<file path="src/design/edmb_pkg.sv">
// Summary of operation
// - The bank select output is low for an X memory access and high for a Y memory access.
// - After reset the address lines show all zeros until the first external access begins.
// - Between accesses the address lines keep the value of the most recent access.
// - Data moves over a 16-bit two-way bus, driven by the device on writes, sampled on reads.
// - The outside side may hold wait during a read, and the read stretches while it is held.
// - The device drives hold grant low while it lets an outside master use the bus.
// - The bus strobe is low for the whole time the device occupies the bus, high otherwise.
// - Bank select, address, data and read/write strobes float when idle or when grant is low.
`default_nettype none
package edmb_pkg;
	localparam int EDMB_ADDR_W = 16;
	localparam int EDMB_DATA_W = 16;
	localparam logic [15:0] EDMB_ADDR_RESET = 16'h0000;
	localparam logic [15:0] EDMB_DATA_RESET = 16'h0000;
	localparam logic EDMB_BANK_X = 1'b0;
	localparam logic EDMB_BANK_Y = 1'b1;
	typedef enum logic [1:0] {
		EDMB_IDLE,
		EDMB_SETUP,
		EDMB_STROBE,
		EDMB_HELD
	} edmb_state_e;
endpackage
`default_nettype wire

</file>
<file path="src/design/edmb_sync_if.sv">
`default_nettype none
interface edmb_sync_if;
	logic wait_raw;
	logic hold_req_n_raw;
	logic wait_sync;
	logic hold_req_n_sync;
	modport syncer(input wait_raw, input hold_req_n_raw, output wait_sync, output hold_req_n_sync);
	modport user(output wait_raw, output hold_req_n_raw, input wait_sync, input hold_req_n_sync);
endinterface
`default_nettype wire

</file>
<file path="src/design/edmb_ctrl.sv">
`default_nettype none
module edmb_ctrl
	import edmb_pkg::*;
(
	input wire logic clock_in,
	input wire logic reset_in,
	// Core side
	input wire logic req_valid_in,
	input wire logic req_write_in,
	input wire logic req_bank_y_in,
	input wire logic [15:0] req_addr_in,
	input wire logic [15:0] req_wdata_in,
	output logic req_ready_out,
	output logic rsp_valid_out,
	output logic [15:0] rsp_rdata_out,
	// Pin side
	input wire logic wait_in,
	input wire logic bus_hold_request_n_in,
	output logic bus_hold_grant_n_out,
	output logic bus_occupied_strobe_n_out,
	output logic bank_select_out,
	output logic bank_select_oe_out,
	output logic [15:0] data_memory_address_out,
	output logic data_memory_address_oe_out,
	input wire logic [15:0] data_memory_bus_in,
	output logic [15:0] data_memory_bus_out,
	output logic data_memory_bus_oe_out,
	output logic memory_read_strobe_n_out,
	output logic memory_write_strobe_n_out,
	output logic strobes_oe_out
);
	// ------------------------------------------------------------
	// Pin synchronisers
	// ------------------------------------------------------------
	edmb_sync_if sync_bus ();
	assign sync_bus.wait_raw = wait_in;
	assign sync_bus.hold_req_n_raw = bus_hold_request_n_in;
	edmb_pin_sync u_sync (
		.clock_in(clock_in),
		.reset_in(reset_in),
		.sync_bus(sync_bus.syncer)
	);
	wire logic wait_s = sync_bus.wait_sync;
	wire logic hold_wanted = ~sync_bus.hold_req_n_sync;

	// ------------------------------------------------------------
	// State and held bus values
	// ------------------------------------------------------------
	edmb_state_e state_reg;
	edmb_state_e state_next;
	logic [15:0] addr_reg;
	logic [15:0] addr_next;
	logic bank_reg;
	logic bank_next;
	logic write_reg;
	logic write_next;
	logic [15:0] wdata_reg;
	logic [15:0] wdata_next;
	logic [15:0] rdata_reg;
	logic [15:0] rdata_next;
	logic rsp_reg;
	logic rsp_next;
	logic strobe_aged_reg;
	logic strobe_aged_next;

	// ------------------------------------------------------------
	// Access decode
	// ------------------------------------------------------------
	wire logic is_idle = (state_reg == EDMB_IDLE);
	wire logic is_held = (state_reg == EDMB_HELD);
	wire logic strobing = (state_reg == EDMB_STROBE);
	wire logic in_access = (state_reg == EDMB_SETUP) || strobing;
	// Hold beats a new request; an access in flight is never cut short
	wire logic grant_now = is_idle && hold_wanted;
	wire logic start_access = is_idle && !hold_wanted && req_valid_in;
	wire logic read_strobe = strobing && !write_reg;
	wire logic write_strobe = strobing && write_reg;
	// Wait lags the pin by two edges, so a read strobes twice before it may end
	wire logic read_may_end = strobe_aged_reg && !wait_s;
	// Wait only stretches reads; writes ignore it
	wire logic strobe_done = write_strobe || (read_strobe && read_may_end);
	wire logic read_lands = read_strobe && read_may_end;

	// ------------------------------------------------------------
	// Sequencer
	// ------------------------------------------------------------
	always_comb begin
		state_next = state_reg;
		unique case (state_reg)
			EDMB_IDLE: begin
				if (grant_now)
					state_next = EDMB_HELD;
				else if (start_access)
					state_next = EDMB_SETUP;
			end
			EDMB_SETUP: state_next = EDMB_STROBE;
			EDMB_STROBE: begin
				if (strobe_done)
					state_next = EDMB_IDLE;
			end
			EDMB_HELD: begin
				if (!hold_wanted)
					state_next = EDMB_IDLE;
			end
		endcase
	end

	always_ff @(posedge clock_in or posedge reset_in) begin
		if (reset_in)
			state_reg <= EDMB_IDLE;
		else
			state_reg <= state_next;
	end

	// ------------------------------------------------------------
	// Address and bank capture
	// ------------------------------------------------------------
	// Loaded only at access start, so the lines hold between accesses
	assign addr_next = start_access ? req_addr_in : addr_reg;
	always_ff @(posedge clock_in or posedge reset_in) begin
		if (reset_in)
			addr_reg <= EDMB_ADDR_RESET;
		else
			addr_reg <= addr_next;
	end

	wire logic bank_pick = req_bank_y_in ? EDMB_BANK_Y : EDMB_BANK_X;
	assign bank_next = start_access ? bank_pick : bank_reg;
	always_ff @(posedge clock_in or posedge reset_in) begin
		if (reset_in)
			bank_reg <= EDMB_BANK_X;
		else
			bank_reg <= bank_next;
	end

	// ------------------------------------------------------------
	// Direction and write data capture
	// ------------------------------------------------------------
	assign write_next = start_access ? req_write_in : write_reg;
	always_ff @(posedge clock_in or posedge reset_in) begin
		if (reset_in)
			write_reg <= 1'b0;
		else
			write_reg <= write_next;
	end

	assign wdata_next = start_access ? req_wdata_in : wdata_reg;
	always_ff @(posedge clock_in or posedge reset_in) begin
		if (reset_in)
			wdata_reg <= EDMB_DATA_RESET;
		else
			wdata_reg <= wdata_next;
	end

	// ------------------------------------------------------------
	// Read return
	// ------------------------------------------------------------
	// Taken on the last strobe cycle, while the memory still drives
	assign rdata_next = read_lands ? data_memory_bus_in : rdata_reg;
	always_ff @(posedge clock_in or posedge reset_in) begin
		if (reset_in)
			rdata_reg <= EDMB_DATA_RESET;
		else
			rdata_reg <= rdata_next;
	end

	assign rsp_next = strobe_done;
	always_ff @(posedge clock_in or posedge reset_in) begin
		if (reset_in)
			rsp_reg <= 1'b0;
		else
			rsp_reg <= rsp_next;
	end

	// ------------------------------------------------------------
	// Read strobe timing
	// ------------------------------------------------------------
	// Marks a strobe past its first cycle; cleared as the access ends
	assign strobe_aged_next = strobing && !strobe_done;
	always_ff @(posedge clock_in or posedge reset_in) begin
		if (reset_in)
			strobe_aged_reg <= 1'b0;
		else
			strobe_aged_reg <= strobe_aged_next;
	end

	// ------------------------------------------------------------
	// Core handshake
	// ------------------------------------------------------------
	assign req_ready_out = is_idle && !hold_wanted;
	assign rsp_valid_out = rsp_reg;
	assign rsp_rdata_out = rdata_reg;

	// ------------------------------------------------------------
	// Hold and bus strobe
	// ------------------------------------------------------------
	assign bus_hold_grant_n_out = ~is_held;
	assign bus_occupied_strobe_n_out = ~in_access;

	// ------------------------------------------------------------
	// Output enables
	// ------------------------------------------------------------
	wire logic drive_lines = in_access;
	wire logic drive_data = in_access && write_reg;

	// ------------------------------------------------------------
	// Pin drive
	// ------------------------------------------------------------
	// Lines float when idle or granted; a pull keeps the level on the board
	assign bank_select_out = bank_reg;
	assign bank_select_oe_out = drive_lines;
	assign data_memory_address_out = addr_reg;
	assign data_memory_address_oe_out = drive_lines;
	assign data_memory_bus_out = wdata_reg;
	assign data_memory_bus_oe_out = drive_data;
	assign memory_read_strobe_n_out = ~read_strobe;
	assign memory_write_strobe_n_out = ~write_strobe;
	assign strobes_oe_out = drive_lines;
endmodule
`default_nettype wire

</file>
<file path="src/design/edmb_pin_sync.sv">
`default_nettype none
module edmb_pin_sync (
	input wire logic clock_in,
	input wire logic reset_in,
	edmb_sync_if.syncer sync_bus
);
	logic [1:0] meta_reg;
	logic [1:0] stable_reg;
	// Request idles high so a reset never reads as a hold request
	always_ff @(posedge clock_in or posedge reset_in) begin
		if (reset_in) begin
			meta_reg <= 2'h2;
			stable_reg <= 2'h2;
		end else begin
			meta_reg <= {sync_bus.hold_req_n_raw, sync_bus.wait_raw};
			stable_reg <= meta_reg;
		end
	end
	assign sync_bus.wait_sync = stable_reg[0];
	assign sync_bus.hold_req_n_sync = stable_reg[1];
endmodule
`default_nettype wire

</file>
<file path="config.mk">
export PLATFORM = sky130hd
export DESIGN_NAME = edmb_ctrl
export DESIGN_NICKNAME = d
export VERILOG_FILES = /design/src/design/edmb_pkg.sv /design/src/design/edmb_sync_if.sv /design/src/design/edmb_ctrl.sv /design/src/design/edmb_pin_sync.sv
export SDC_FILE = /design/constraint.sdc
export NUM_CORES = 1
export LEC_CHECK = 0
export ABC_AREA = 1
export BUFFER_PORTS_ARGS = -buffer_cell sky130_fd_sc_hd__buf_4
export CAP_MARGIN = 25
export CORE_MARGIN = 5
export CORE_UTILIZATION = 49
export DETAILED_ROUTE_END_ITERATION = 8
export PLACE_DENSITY = 0.84
export RECOVER_POWER = 25
export SYNTH_ARGS = -nofsm -noshare
export SYNTH_HDL_FRONTEND = slang
export SYNTH_SLANG_ARGS = --single-unit
</file>
<file path="constraint.sdc">
create_clock -name clock_in -period 3.6 [get_ports clock_in]
set_clock_uncertainty 0.2 [all_clocks]
set_input_delay 0.54 -clock clock_in [delete_from_list [all_inputs] [get_ports clock_in]]
set_output_delay 0.54 -clock clock_in [all_outputs]
set_load 0.02 [all_outputs]
</file>
======== After elaboration in Yosys (flattened, before gate mapping) ========
Index checks and enable logic that the tools add are counted.
Widths: inputs -> output; s select.
word-level totals
  memory bits (read-only) ................. 0
  register bits ........................... 58
  latch bits .............................. 0
  bits of input ports ..................... 55
  output and inout bits ................... 59
  bits in writable memories ............... 0
  memories ................................ 0
cells by class
  add/sub/neg operators ................... 0
  multipliers ............................. 0
  eq/ne operators ......................... 6
  reductions and logical operators ........ 16
  bitwise logic cells ..................... 5
  div/mod/pow operators ................... 0
  order comparisons ....................... 0
  muxes and demuxes ....................... 6
  shift operators ......................... 0
operators by type and width
  cell                number
  $logic_and 1x1->1   9
  $mux 2              4
  $pmux 2 s4          1
  $not 1->1           5
  $eq 2x2->1 const B  2
  $logic_not 1->1     3
  $ne 3x1->1 const B  1
  $reduce_and 3->1    1
  $eq 2x1->1 const B  1
  $logic_not 2->1     1
  $logic_or 1x1->1    2
  $ne 2x1->1 const B  1
  $ne 2x2->1 const B  1
  $mux 1              1

======== Logic depth before layout (Yosys ltp) ========
Gate-level depths: netlist of the first run.
  depth in word-level cells ............... 6
  depth in mapped cells ................... 8

======== Cells and area by module ========
A second synthesis of the first run with hierarchy kept.
second synthesis, totals
  cell total of the unflattened synthesis .. 268
  area, all modules ....................... 2447.3 µm²
by module, submodules not included
  module         area an instance (µm²)  sequential area each (µm²)  cells an instance  times used
  edmb_ctrl      2341.0                  1351.3                      263                1
  edmb_pin_sync  106.4                   102.6                       5                  1

======== Worst setup path before layout of the first run ========
Ideal clock, no wire load.
  path kind ............................... reg2out
  from .................................... reg state_reg[0]
  to ...................................... out memory_read_strobe_n_out
  path buffers ............................ 1
  stages on the path, launching flop included .. 7
  arrival time ............................ 1132 ps
  slack ................................... 1728 ps
  data required time ...................... 2860 ps
  cells stage by stage .................... dfrtp_1 -> inv_1 -> ha_1 -> inv_1 -> nor2_8 -> buf_4 -> inv_1
between the ends
  longest elaborated chain between the ends .. 3
RTL lines
  what                      RTL line          source
  start: declaration        edmb_ctrl.sv:49   edmb_state_e state_reg;
  start signal: assignment  edmb_ctrl.sv:112  state_reg <= state_next;
  $eq 2x2->1                edmb_ctrl.sv:71   wire logic strobing = (state_reg == EDMB_STROBE);
  $logic_and 1x1->1         edmb_ctrl.sv:76   wire logic read_strobe = strobing && !write_reg;
  $not 1->1                 edmb_ctrl.sv:216  assign memory_read_strobe_n_out = ~read_strobe;
  end: declaration          edmb_ctrl.sv:28   output logic memory_read_strobe_n_out,
Every way passes these cells.

======== Worst setup path after layout of the first run ========
  from .................................... reg state_reg[1]
  to ...................................... out req_ready_out
between the ends
  longest elaborated chain between the ends .. 2
RTL lines
  what               RTL line          source
  $logic_not 2->1    edmb_ctrl.sv:69   wire logic is_idle = (state_reg == EDMB_IDLE);
  $logic_and 1x1->1  edmb_ctrl.sv:190  assign req_ready_out = is_idle && !hold_wanted;
  end: declaration   edmb_ctrl.sv:13   output logic req_ready_out,
Every way passes these cells.

==> metrics.md, run 1 <==
| Metric | Value |
|---|---|
| Total global-route track usage | 0.197 |
| Int Pwr | 1.88 mW |
| Yosys reg bits | 58 |
| RSZ-0062 raised after global routing | no |
| CTS tree | done |
| Simple-gate share of the synthesized area | 0.306 |
| Register share of total power | 0.348 |
| GRT Max-Usage Layer | met2 |
| Post-DP HPWL | about 4.3 mm |
| Clock Path Buffers | 2 |
| Starting DRT DRC Count | 101 |
| Routability Congestion | between 0.7 and 0.8 |
| Synth Area in Compound Gates | 0 |
| CTS buffer count | 9 |
| Final setup viols | 0 |
| Slew Limit Fails | 0 |
| Max-cap viol count | 0 |
| Crit end category | output port |
| Netlist cell types | 14 |
| Tmin final | approximately 2.6 ns |
| Worst skew pair latency | around 0.32 ns |
| DR pass1 iterations | 4 |
| Via density | 4.67 |
| First-pass GRT wire length | ~9.7 mm |
| Sw frac | 0.416 |
| Measured slew at the worst slew-check pin | ~1.4 ns |
| Power share of the clock group | 0.171 |
| Clock root cell | clkbuf_8 |
| Mapped Nets | 320 |
| Initial core utilization | 0.507 |
| Final ANT Viol Nets | 0 |
| Standard-cell rows | 25 |
| Die Ht | 80.1 um |
| Psw | between 1 and 1.5 mW |
| Fin util | 0.717 |
| Die area | 6420 um2 |
| CTS resizes | 0 |
| Antenna violations before repair | 0 |
| Post-Syn Area | around 2400 um2 |
| Logic pwr share | 0.481 |
| Io pins | 114 |
| Die span in x | 80.1 um |
| XOR/XNOR share of the synthesized area | 0 |
| Slew headroom | 0.0753 |
| WL final | approximately 5.9 mm |
| Share of cells above drive strength 1 | 0.354 |
| Final hold vios | 0 |
| CP Launch Type | register |
| P per Cell Area | approximately 940 nW/um2 |
| Via count | 2067 |
| Synth Area in Adders | 0.0208 |
| YS warnings | 0 |
| Largest net degree at the start of global routing | 39 |
| # DRC | 0 |
| CP max FO | 37 |
| Total gr overflow | 0 |
| Worst Hold Class | in2reg |
| GR Util met2 | 0.320 |
| Htree depth | 3 |
| Area Overhead vs Synth | 41.5% |
| Vias in the first global route | roughly 2.1k |
| Max Fclk | 388 MHz |
| CP arrival | 1.84 ns |
| Hold slack | between 0.1 and 0.15 ns |
| Met1 GRT Util | 0.246 |
| Status | finished, final reports clean |
| Core Area | 4750 um2 |
| Post-CTS Setup Repair Bufs | 0 |
| Leakage power | a little under 2 nW |
| Period utilization | 0.715 |
| Final nets | 430 |
| Clk slew on worst S/H paths | 0.07 ns |
| Port-buffer cells | 113 |
| CTS Hold Bufs | 0 |
| Clk sinks | 58 |
| Cells after Synth | 261 |
| Antenna cells | 0 |
| GR Util met3 | 0.0729 |
| Syn Area/Cell | 9.23 um2 |
| Wire per inst | 13.4 um |
| VDD IR max | 0.518 mV |
| Critical path class | reg2out |
| Post-synthesis mux area share | 0 |
| Required time of the worst setup path | 2.86 ns |
| TNS Setup | 0 ns |
| Register area share after synthesis | 0.603 |
| Largest family of logic cells by synthesized area | simple AND/OR/NAND/NOR gates |
through the flow:
step | instance area, um2 | std cells | setup slack (ns) | total power, mW
floorplan | 2410 | 261 | 1.44 | 2.04
global placement | 3230 | 427 | 1.42 | 2.65
detailed placement | 3230 | 427 | 1.36 | 2.70
CTS | 3410 | 443 | 1.00 | 3.26
global route | 3410 | 443 | 0.603 | 3.45
finish | 3410 | 443 | 1.02 | 3.22
cell usage after synthesis:
library cell | number | share of area
buf_2 | 5 | 0.010
buf_4 | 6 | 0.019
buf_6 | 4 | 0.019
dfrtp_1 | 56 | 0.58
dfstp_2 | 2 | 0.022
ha_1 | 4 | 0.021
inv_1 | 12 | 0.019
inv_2 | 2 | 0.0031
nand2_1 | 111 | 0.17
nand2_4 | 2 | 0.0093
nand3_1 | 53 | 0.11
nand4_1 | 1 | 0.0026
nor2_1 | 2 | 0.0031
nor2_8 | 1 | 0.0083
kinds of logic (layout without fill, tap and decap cells):
group,Yosys count,after routing
adders and majority gates,4,4
buffers and inverters,29,144
DFF,58,58
and+or+nand+nor,170,170
worst max-delay path: stages (launching register included):
cell and delay (ns):
dfrtp_1 0.41, inv_1 0.09, ha_1 0.21, nand2_1 0.08, inv_2 0.46, buf_4 0.25
per-layer routing:
layer / part of all wire / up-vias / routed length (um)
met1: 0.42 / 942 / 2480
met4: 0.0096 / 0 / 57
li1: - / 1038 / -
met5: 0 / - / 0
met2: 0.48 / 81 / 2860
met3: 0.091 / 6 / 541
power groups by stage:
stage / Clock, mW / Sequential (mW) / Combinational, mW
finish: 0.551 / 1.12 / 1.55
global route: 0.597 / 1.17 / 1.68
CTS: 0.568 / 1.12 / 1.57
detailed placement: 0 / 1.12 / 1.57
global placement: 0 / 1.12 / 1.53
floorplan: 0 / 1.45 / 0.591
layout by cell type, fill, tap and decap left out, types with 2 or more instances in the layout:
cell / n
dfrtp_1: 56
clkinv_2: 3
buf_4: 110
inv_2: 2
nor2_1: 2
nand2_4: 2
nand2_1: 111
dfstp_2: 2
ha_1: 4
clkbuf_8: 9
clkbuf_1: 4
nand3_1: 53
inv_1: 12
clkbuf_4: 3
final timing paths:
| kind | startpoint | slack (ns) | depth (start not counted) | to |
|---|---|---|---|---|
| worst min-delay path | bus_hold_request_n_in | 0.12 | 1 | u_sync.meta_reg[1] |
| max in group asynchronous | reset_in | 1.12 | 3 | rsp_rdata_out[9] |
| worst min register to register | u_sync.meta_reg[0] | 0.16 | 0 | u_sync.stable_reg[0] |
| worst max register to register | state_reg[1] | 1.45 | 7 | data_memory_bus_out[3] |
| worst max-delay path | state_reg[1] | 1.02 | 5 | req_ready_out |
| min in group asynchronous | reset_in | 0.42 | 2 | rsp_rdata_out[6] |
final cells by class:
class / instances / area, um2
repair buffers: 114 / 852
fillers: 382 / 1340
multi-input cells: 174 / 788
clock buffers: 12 / 135
flip-flops and latches: 58 / 1450
inverters: 14 / 52.6
clock inverters: 4 / 45.0
well taps: 67 / 83.8
(Power assumes the default switching activity.)
==> run 2: changes to the inputs <==
--- a/config.mk
+++ b/config.mk
@@ -9,9 +9,9 @@
 export BUFFER_PORTS_ARGS = -buffer_cell sky130_fd_sc_hd__buf_4
 export CAP_MARGIN = 25
 export CORE_MARGIN = 5
-export CORE_UTILIZATION = 49
+export CORE_UTILIZATION = 46
 export DETAILED_ROUTE_END_ITERATION = 8
-export PLACE_DENSITY = 0.84
+export PLACE_DENSITY = 0.79
 export RECOVER_POWER = 25
 export SYNTH_ARGS = -nofsm -noshare
 export SYNTH_HDL_FRONTEND = slang
==> constraint.sdc (replaced) <==
create_clock -name clock_in -period 2.6 [get_ports clock_in]
set_clock_uncertainty 0.2 [all_clocks]
set_input_delay 0.39 -clock clock_in [delete_from_list [all_inputs] [get_ports clock_in]]
set_output_delay 0.39 -clock clock_in [all_outputs]
set_load 0.02 [all_outputs]
==> metrics.md, run 2 (synthesized netlist as in run 1, its figures left out) <==
| Metric | Value |
|---|---|
| Status | finished, final reports clean |
| Clock root cell | clkbuf_8 |
| RSZ-0062 raised after global routing | no |
| Die Ht | 82.4 um |
| Reg2Reg Setup Slack | approximately 0.6 ns |
| Worst Hold Class | in2reg |
| Hold_sp | req_addr_in[14] |
| VDD IR max | 0.627 mV |
| Max-cap viol count | 0 |
| Wire per inst | 13.1 um |
| Routability Congestion | 0.767 |
| Slew headroom | 0.174 |
| Register share of total power | 0.354 |
| Psw | about 1.8 mW |
| Starting DRT DRC Count | 136 |
| Cells on Worst Hold Path | 3 |
| Max Fclk | 443 MHz |
| P per Cell Area | 1280 nW/um2 |
| CTS buffer count | 9 |
| # DRC | 0 |
| Final nets | between 400 and 500 |
| Largest net degree at the start of global routing | 37 |
| Antenna violations before repair | 0 |
| Critical path class | reg2out |
| Final ANT Viol Nets | 0 |
| Period utilization | 0.868 |
| Required time of the worst setup path | roughly 2.0 ns |
| Clk sinks | just under 60 |
| Final hold vios | 0 |
| Io pins | between 100 and 150 |
| Fin util | 0.675 |
| Die area | 6790 um2 |
| CP Launch Type | register |
| Via count | 2138 |
| CP max FO | 24 |
| Int Pwr | 2.57 mW |
| Standard-cell rows | 26 |
| Die span in x | 82.4 um |
| Total gr overflow | 0 |
| Via density | 4.75 |
| Share of cells above drive strength 1 | 0.358 |
| Number of non-filler instances in the completed layout | 450 |
| Post-route cell area | 3450 um2 |
| Leakage power | 1.96 nW |
| Clk slew on worst S/H paths | 0.06 ns |
| Clock Path Buffers | 2 |
| First-pass GRT wire length | 9.38 mm |
| Pre-CTS setup slack | 0.605 ns |
| Core Area | 5110 um2 |
| Placed insts | 432 |
| Hold worst-path end | data_memory_address_out[14] |
| Antenna cells | 0 |
| Logic pwr share | 0.487 |
| Initial core utilization | 0.472 |
| TNS Setup | 0 ns |
| Crit Reg-Reg Endpoint | data_memory_address_out[0] |
| CP arrival | about 1.7 ns |
| WL final | 5.91 mm |
| Reg-to-reg critical path startpoint | state_reg[0] |
| DR pass1 iterations | 5 |
| Port-buffer cells | between 100 and 150 |
| Final setup viols | 0 |
| Crit end category | output port |
| Placed instance area | 3250 um2 |
| Sw frac | 0.419 |
| Area Overhead vs Synth | 43.0% |
| Worst setup margin | 0.343 ns |
| Worst skew pair latency | roughly 0.31 ns |
| Power share of the clock group | 0.159 |
| Total global-route track usage | 0.181 |
| Most frequent cells in the layout | nand2_1 (111), buf_4 (111), dfrtp_1 (56), nand3_1 (53), inv_1 (12) |
| FF-to-FF path depth | 7 |
| Post-CTS Setup Repair Bufs | 0 |
| Measured slew at the worst slew-check pin | 1.24 ns |
| Vias in the first global route | 2086 |
| CTS tree | done |
| Tmin final | between 2 and 2.5 ns |
| Slew Limit Fails | 0 |
| Htree depth | 3 |
| Post-DP HPWL | 4.28 mm |
## run 2: power groups by stage
stage	registers, mW	logic [mW]	clock network, mW
floorplan	2.00	0.818	0
global placement	1.56	2.13	0
detailed placement	1.57	2.18	0
CTS	1.56	2.18	0.725
global route	1.61	2.35	0.774
finish	1.56	2.15	0.701
## run 2: routing by layer
layer / GRT usage / share of wire / vias up / routed length [um]
met2: 0.295 / 0.46 / 97 / 2750
li1: - / - / 1051 / -
met3: 0.0510 / 0.10 / 4 / 590
met5: 0 / 0 / - / 0
met1: 0.232 / 0.43 / 986 / 2550
met4: 0.0581 / 0.0042 / 0 / 25
## run 2: how the worst max path moves through the flow
| stage | cells after the start | slack (ns) | end | from |
|---|---|---|---|---|
| 6_report | 5 | 0.34 | req_ready_out | state_reg[0] |
| 5_1_grt | 4 | 0.23 | data_memory_bus_out[15] | reset_in |
| 4_1_cts | 5 | 0.33 | req_ready_out | state_reg[0] |
| 3_5_place_dp | 7 | 0.60 | data_memory_address_out[0] | state_reg[0] |
| 3_3_place_gp | 7 | 0.72 | write_reg | state_reg[0] |
| 2_1_floorplan | 1 | 0.59 | bank_select_out | reset_in |
## run 2: area by class of cell
class	instances	area, um2
well taps	70	87.6
clock inverters	3	15.0
multi-input cells	174	788
clock buffers	12	155
flip-flops and latches	58	1450
inverters	14	52.6
repair buffers	119	895
fillers	434	1660
## run 2: through the flow
| stage | power [mW] | hold WS [ns] |
|---|---|---|
| floorplan | 2.82 | 0.131 |
| global placement | 3.69 | 0.144 |
| detailed placement | 3.75 | 0.147 |
| CTS | 4.47 | 0.0905 |
| global route | 4.73 | 0.0922 |
| finish | 4.42 | 0.103 |
## run 2: worst max-delay path: stages, from the launching register on
cell and delay [ns]:
dfrtp_1 0.41, inv_1 0.10, ha_1 0.21, nand2_1 0.08
inv_2 0.33, buf_4 0.22
## run 2: timing repair
item	CTS	global route
endpoints found under the hold margin	58	0
hold buffers	3	0
gates resized for setup	0	0
==> run 3: changes to the inputs <==
--- a/config.mk
+++ b/config.mk
@@ -9,10 +9,11 @@
 export BUFFER_PORTS_ARGS = -buffer_cell sky130_fd_sc_hd__buf_4
 export CAP_MARGIN = 25
 export CORE_MARGIN = 5
-export CORE_UTILIZATION = 46
+export CORE_UTILIZATION = 35
+export CTS_BUF_LIST = sky130_fd_sc_hd__clkbuf_4
 export DETAILED_ROUTE_END_ITERATION = 8
-export PLACE_DENSITY = 0.79
 export RECOVER_POWER = 25
 export SYNTH_ARGS = -nofsm -noshare
 export SYNTH_HDL_FRONTEND = slang
+export SYNTH_HIERARCHICAL = 1
 export SYNTH_SLANG_ARGS = --single-unit
==> metrics.md, run 3 <==
| Metric | Value |
|---|---|
| Status | finished, final reports clean |
| Die span in x | about 94 um |
| Yosys reg bits | 58 |
| Multi-input logic area | 812 um2 |
| Seq. cell area | 1450 um2 |
| Post-CTS Setup Repair Bufs | 0 |
| # DRC | 0 |
| Cells on Worst Hold Path | 3 |
| Reg-to-reg critical path startpoint | state_reg[0] |
| Yosys top cell by area | dfrtp_1 |
| Syn Area/Cell | 9.13 um2 |
| Post-Syn Area | approximately 2400 um2 |
| EDFF count, synth | 0 |
| Max Fclk | around 440 MHz |
| Clk slew on worst S/H paths | 0.10 ns |
| CP max FO | 19 |
| Commonest non-fill, non-tap cell in the layout | nand2_1 |
| Standard-cell rows | 30 |
| VDD IR max | roughly 0.47 mV |
| Yosys top cell area share | 0.573 |
| First-pass GRT wire length | 10.2 mm |
| Io pins | 114 |
| Slowest stage delay, CP | 0.42 ns |
| Clock root cell | clkbuf_4 |
| DR pass1 iterations | 4 |
| Reg2Reg Setup Slack | 0.78 ns |
| Area Overhead vs Synth | 44.0% |
| Register area share after synthesis | 0.594 |
| Vias in the first global route | 2162 |
| Crit end category | output port |
| FF-to-FF path depth | 7 |
| Final ANT Viol Nets | 0 |
| CP arrival | 1.67 ns |
| Placed insts | 465 |
| Largest net degree at the start of global routing | 38 |
| Total global-route track usage | 0.147 |
| Tmin final | 2.26 ns |
| Post-DP HPWL | between 4 and 5 mm |
| Critical Path Most Common Cell | inv_1 |
| Clk sinks | 58 |
| Worst skew pair latency | 0.38 ns |
| Total gr overflow | 0 |
| Netlist cell types | 14 |
| Worst Hold Class | in2reg |
| CTS buffer count | 9 |
| Most frequent cells in the layout | nand2_1 (112), buf_4 (111), dfrtp_1 (56), nand3_1 (55), inv_1 (15) |
| Core Area | ~6800 um2 |
| Antenna violations before repair | 0 |
| Clock Path Buffers | 2 |
| Measured slew at the worst slew-check pin | 0.653 ns |
| Number of non-filler instances in the completed layout | 491 |
| Required time of the worst setup path | 2.01 ns |
| Via density | about 4.4 |
| Final-layout fill cell count | 693 |
| Htree depth | 3 |
| Final nets | 450 |
| TNS Setup | 0 ns |
| Share of cells above drive strength 1 | 0.347 |
| Most instantiated library cell after synthesis | nand2_1 |
| Largest cells by area after synthesis | dfrtp_1 (57%), nand2_1 (17%), nand3_1 (11%), ha_1 (2.6%), inv_1 (2.3%) |
| Final hold vios | 0 |
| Slew Limit Fails | 0 |
| Starting DRT DRC Count | 88 |
| Antenna cells | 0 |
| Die area | 8760 um2 |
| Routability Congestion | about 0.71 |
| Synth cell count leaders | nand2_1 (112), dfrtp_1 (56), nand3_1 (55), inv_1 (15), buf_4 (6) |
| Sequence of cells on the critical path | inv_1, ha_1, inv_1, nor2_8, inv_1, buf_4 |
| Leakage power | 1.96 nW |
| P per Cell Area | 1180 nW/um2 |
| YS warnings | 6 |
| CP Launch Type | register |
| Cells after Synth | roughly 270 |
| WL final | 6.36 mm |
| Slew headroom | 0.564 |
| Critical Path End | memory_read_strobe_n_out |
| Via count | 2160 |
| Final setup viols | 0 |
| Top FF cell, synth | dfrtp_1 |
| Crit Reg-Reg Endpoint | data_memory_address_out[6] |
| RSZ-0062 raised after global routing | no |
| Wire per inst | around 13 um |
| Crit path launch | state_reg[0] |
| Initial core utilization | 0.360 |
| Mapped Nets | 328 |
| Critical-path top delay cell | dfrtp_1 |
| Die Ht | 93.6 um |
| CTS tree | done |
| Max-cap viol count | 0 |
| Critical path class | reg2out |
| Period utilization | 0.871 |
| Port-buffer cells | around 110 |
| Ys async rst share | 1.00 |
run 3: power by group:
group	total (mW)	switching, mW	leakage, nW	internal [mW]
clock	0.533	0.311	0.0685	0.222
sequential	1.54	0.242	0.680	1.30
combinational	2.07	1.23	1.22	0.845
total	4.15	1.78	1.96	2.37
run 3: logic make-up after synthesis:
| group | synth area share |
|---|---|
| fa+ha+maj | 0.0256 |
| simple gates | 0.306 |
| buf+inv | 0.0741 |
| flops | 0.594 |
run 3: what timing repair did:
item                                   in CTS  in global routing
gates resized for setup                     0                  0
endpoints found under the hold margin      28                  0
hold buffers                               10                  0
run 3: stage by stage:
| stage | hold WS, ns | util | area, um2 | total power [mW] | worst slack (ns) |
|---|---|---|---|---|---|
| 2_1_floorplan | -0.0454 | - | 2450 | 2.75 | 0.695 |
| 3_3_place_gp | 0.0933 | 0.489 | 3320 | 3.63 | 0.778 |
| 3_5_place_dp | 0.0983 | 0.489 | 3320 | 3.66 | 0.746 |
| 4_1_cts | 0.000248 | 0.520 | 3530 | 4.22 | 0.301 |
| 5_1_grt | 0.00915 | 0.519 | 3520 | 4.45 | 0.187 |
| 6_report | 0.0337 | 0.519 | 3520 | 4.15 | 0.336 |
run 3: worst max-delay path: cells and delay by family, from the launching register on:
family | cells | cell delay (ns)
buffers and inverters | 4 | 0.44
and+or+nand+nor | 1 | 0.26
DFF | 1 | 0.42
adders and majority gates | 1 | 0.17
run 3: layer usage:
metal	up-vias	GRT usage	wire (um)
met5	-	0	0
met1	992	0.175	2670
met4	0	0.0650	40
met2	83	0.243	3070
met3	4	0.0491	575
li1	1081	-	-
run 3: worst min path at each step:
stage	start	slack, ns	endpoint
after floorplan	reset_in	-0.05	u_sync/meta_reg[0]
after global placement	reset_in	0.09	u_sync/meta_reg[0]
after detailed placement	reset_in	0.1	u_sync/stable_reg[0]
after CTS	req_addr_in[10]	0.0002	data_memory_address_out[10]
after global routing	data_memory_bus_in[1]	0.009	rsp_rdata_out[1]
final	data_memory_bus_in[15]	0.03	rsp_rdata_out[15]
run 3: final cells by class:
class / count / share of cell area
well taps: 96 / 0.0341
flip-flops and latches: 58 / 0.413
multi-input cells: 178 / 0.230
inverters: 17 / 0.0188
clock buffers: 12 / 0.0256
repair buffers: 126 / 0.273
clock inverters: 4 / 0.00533
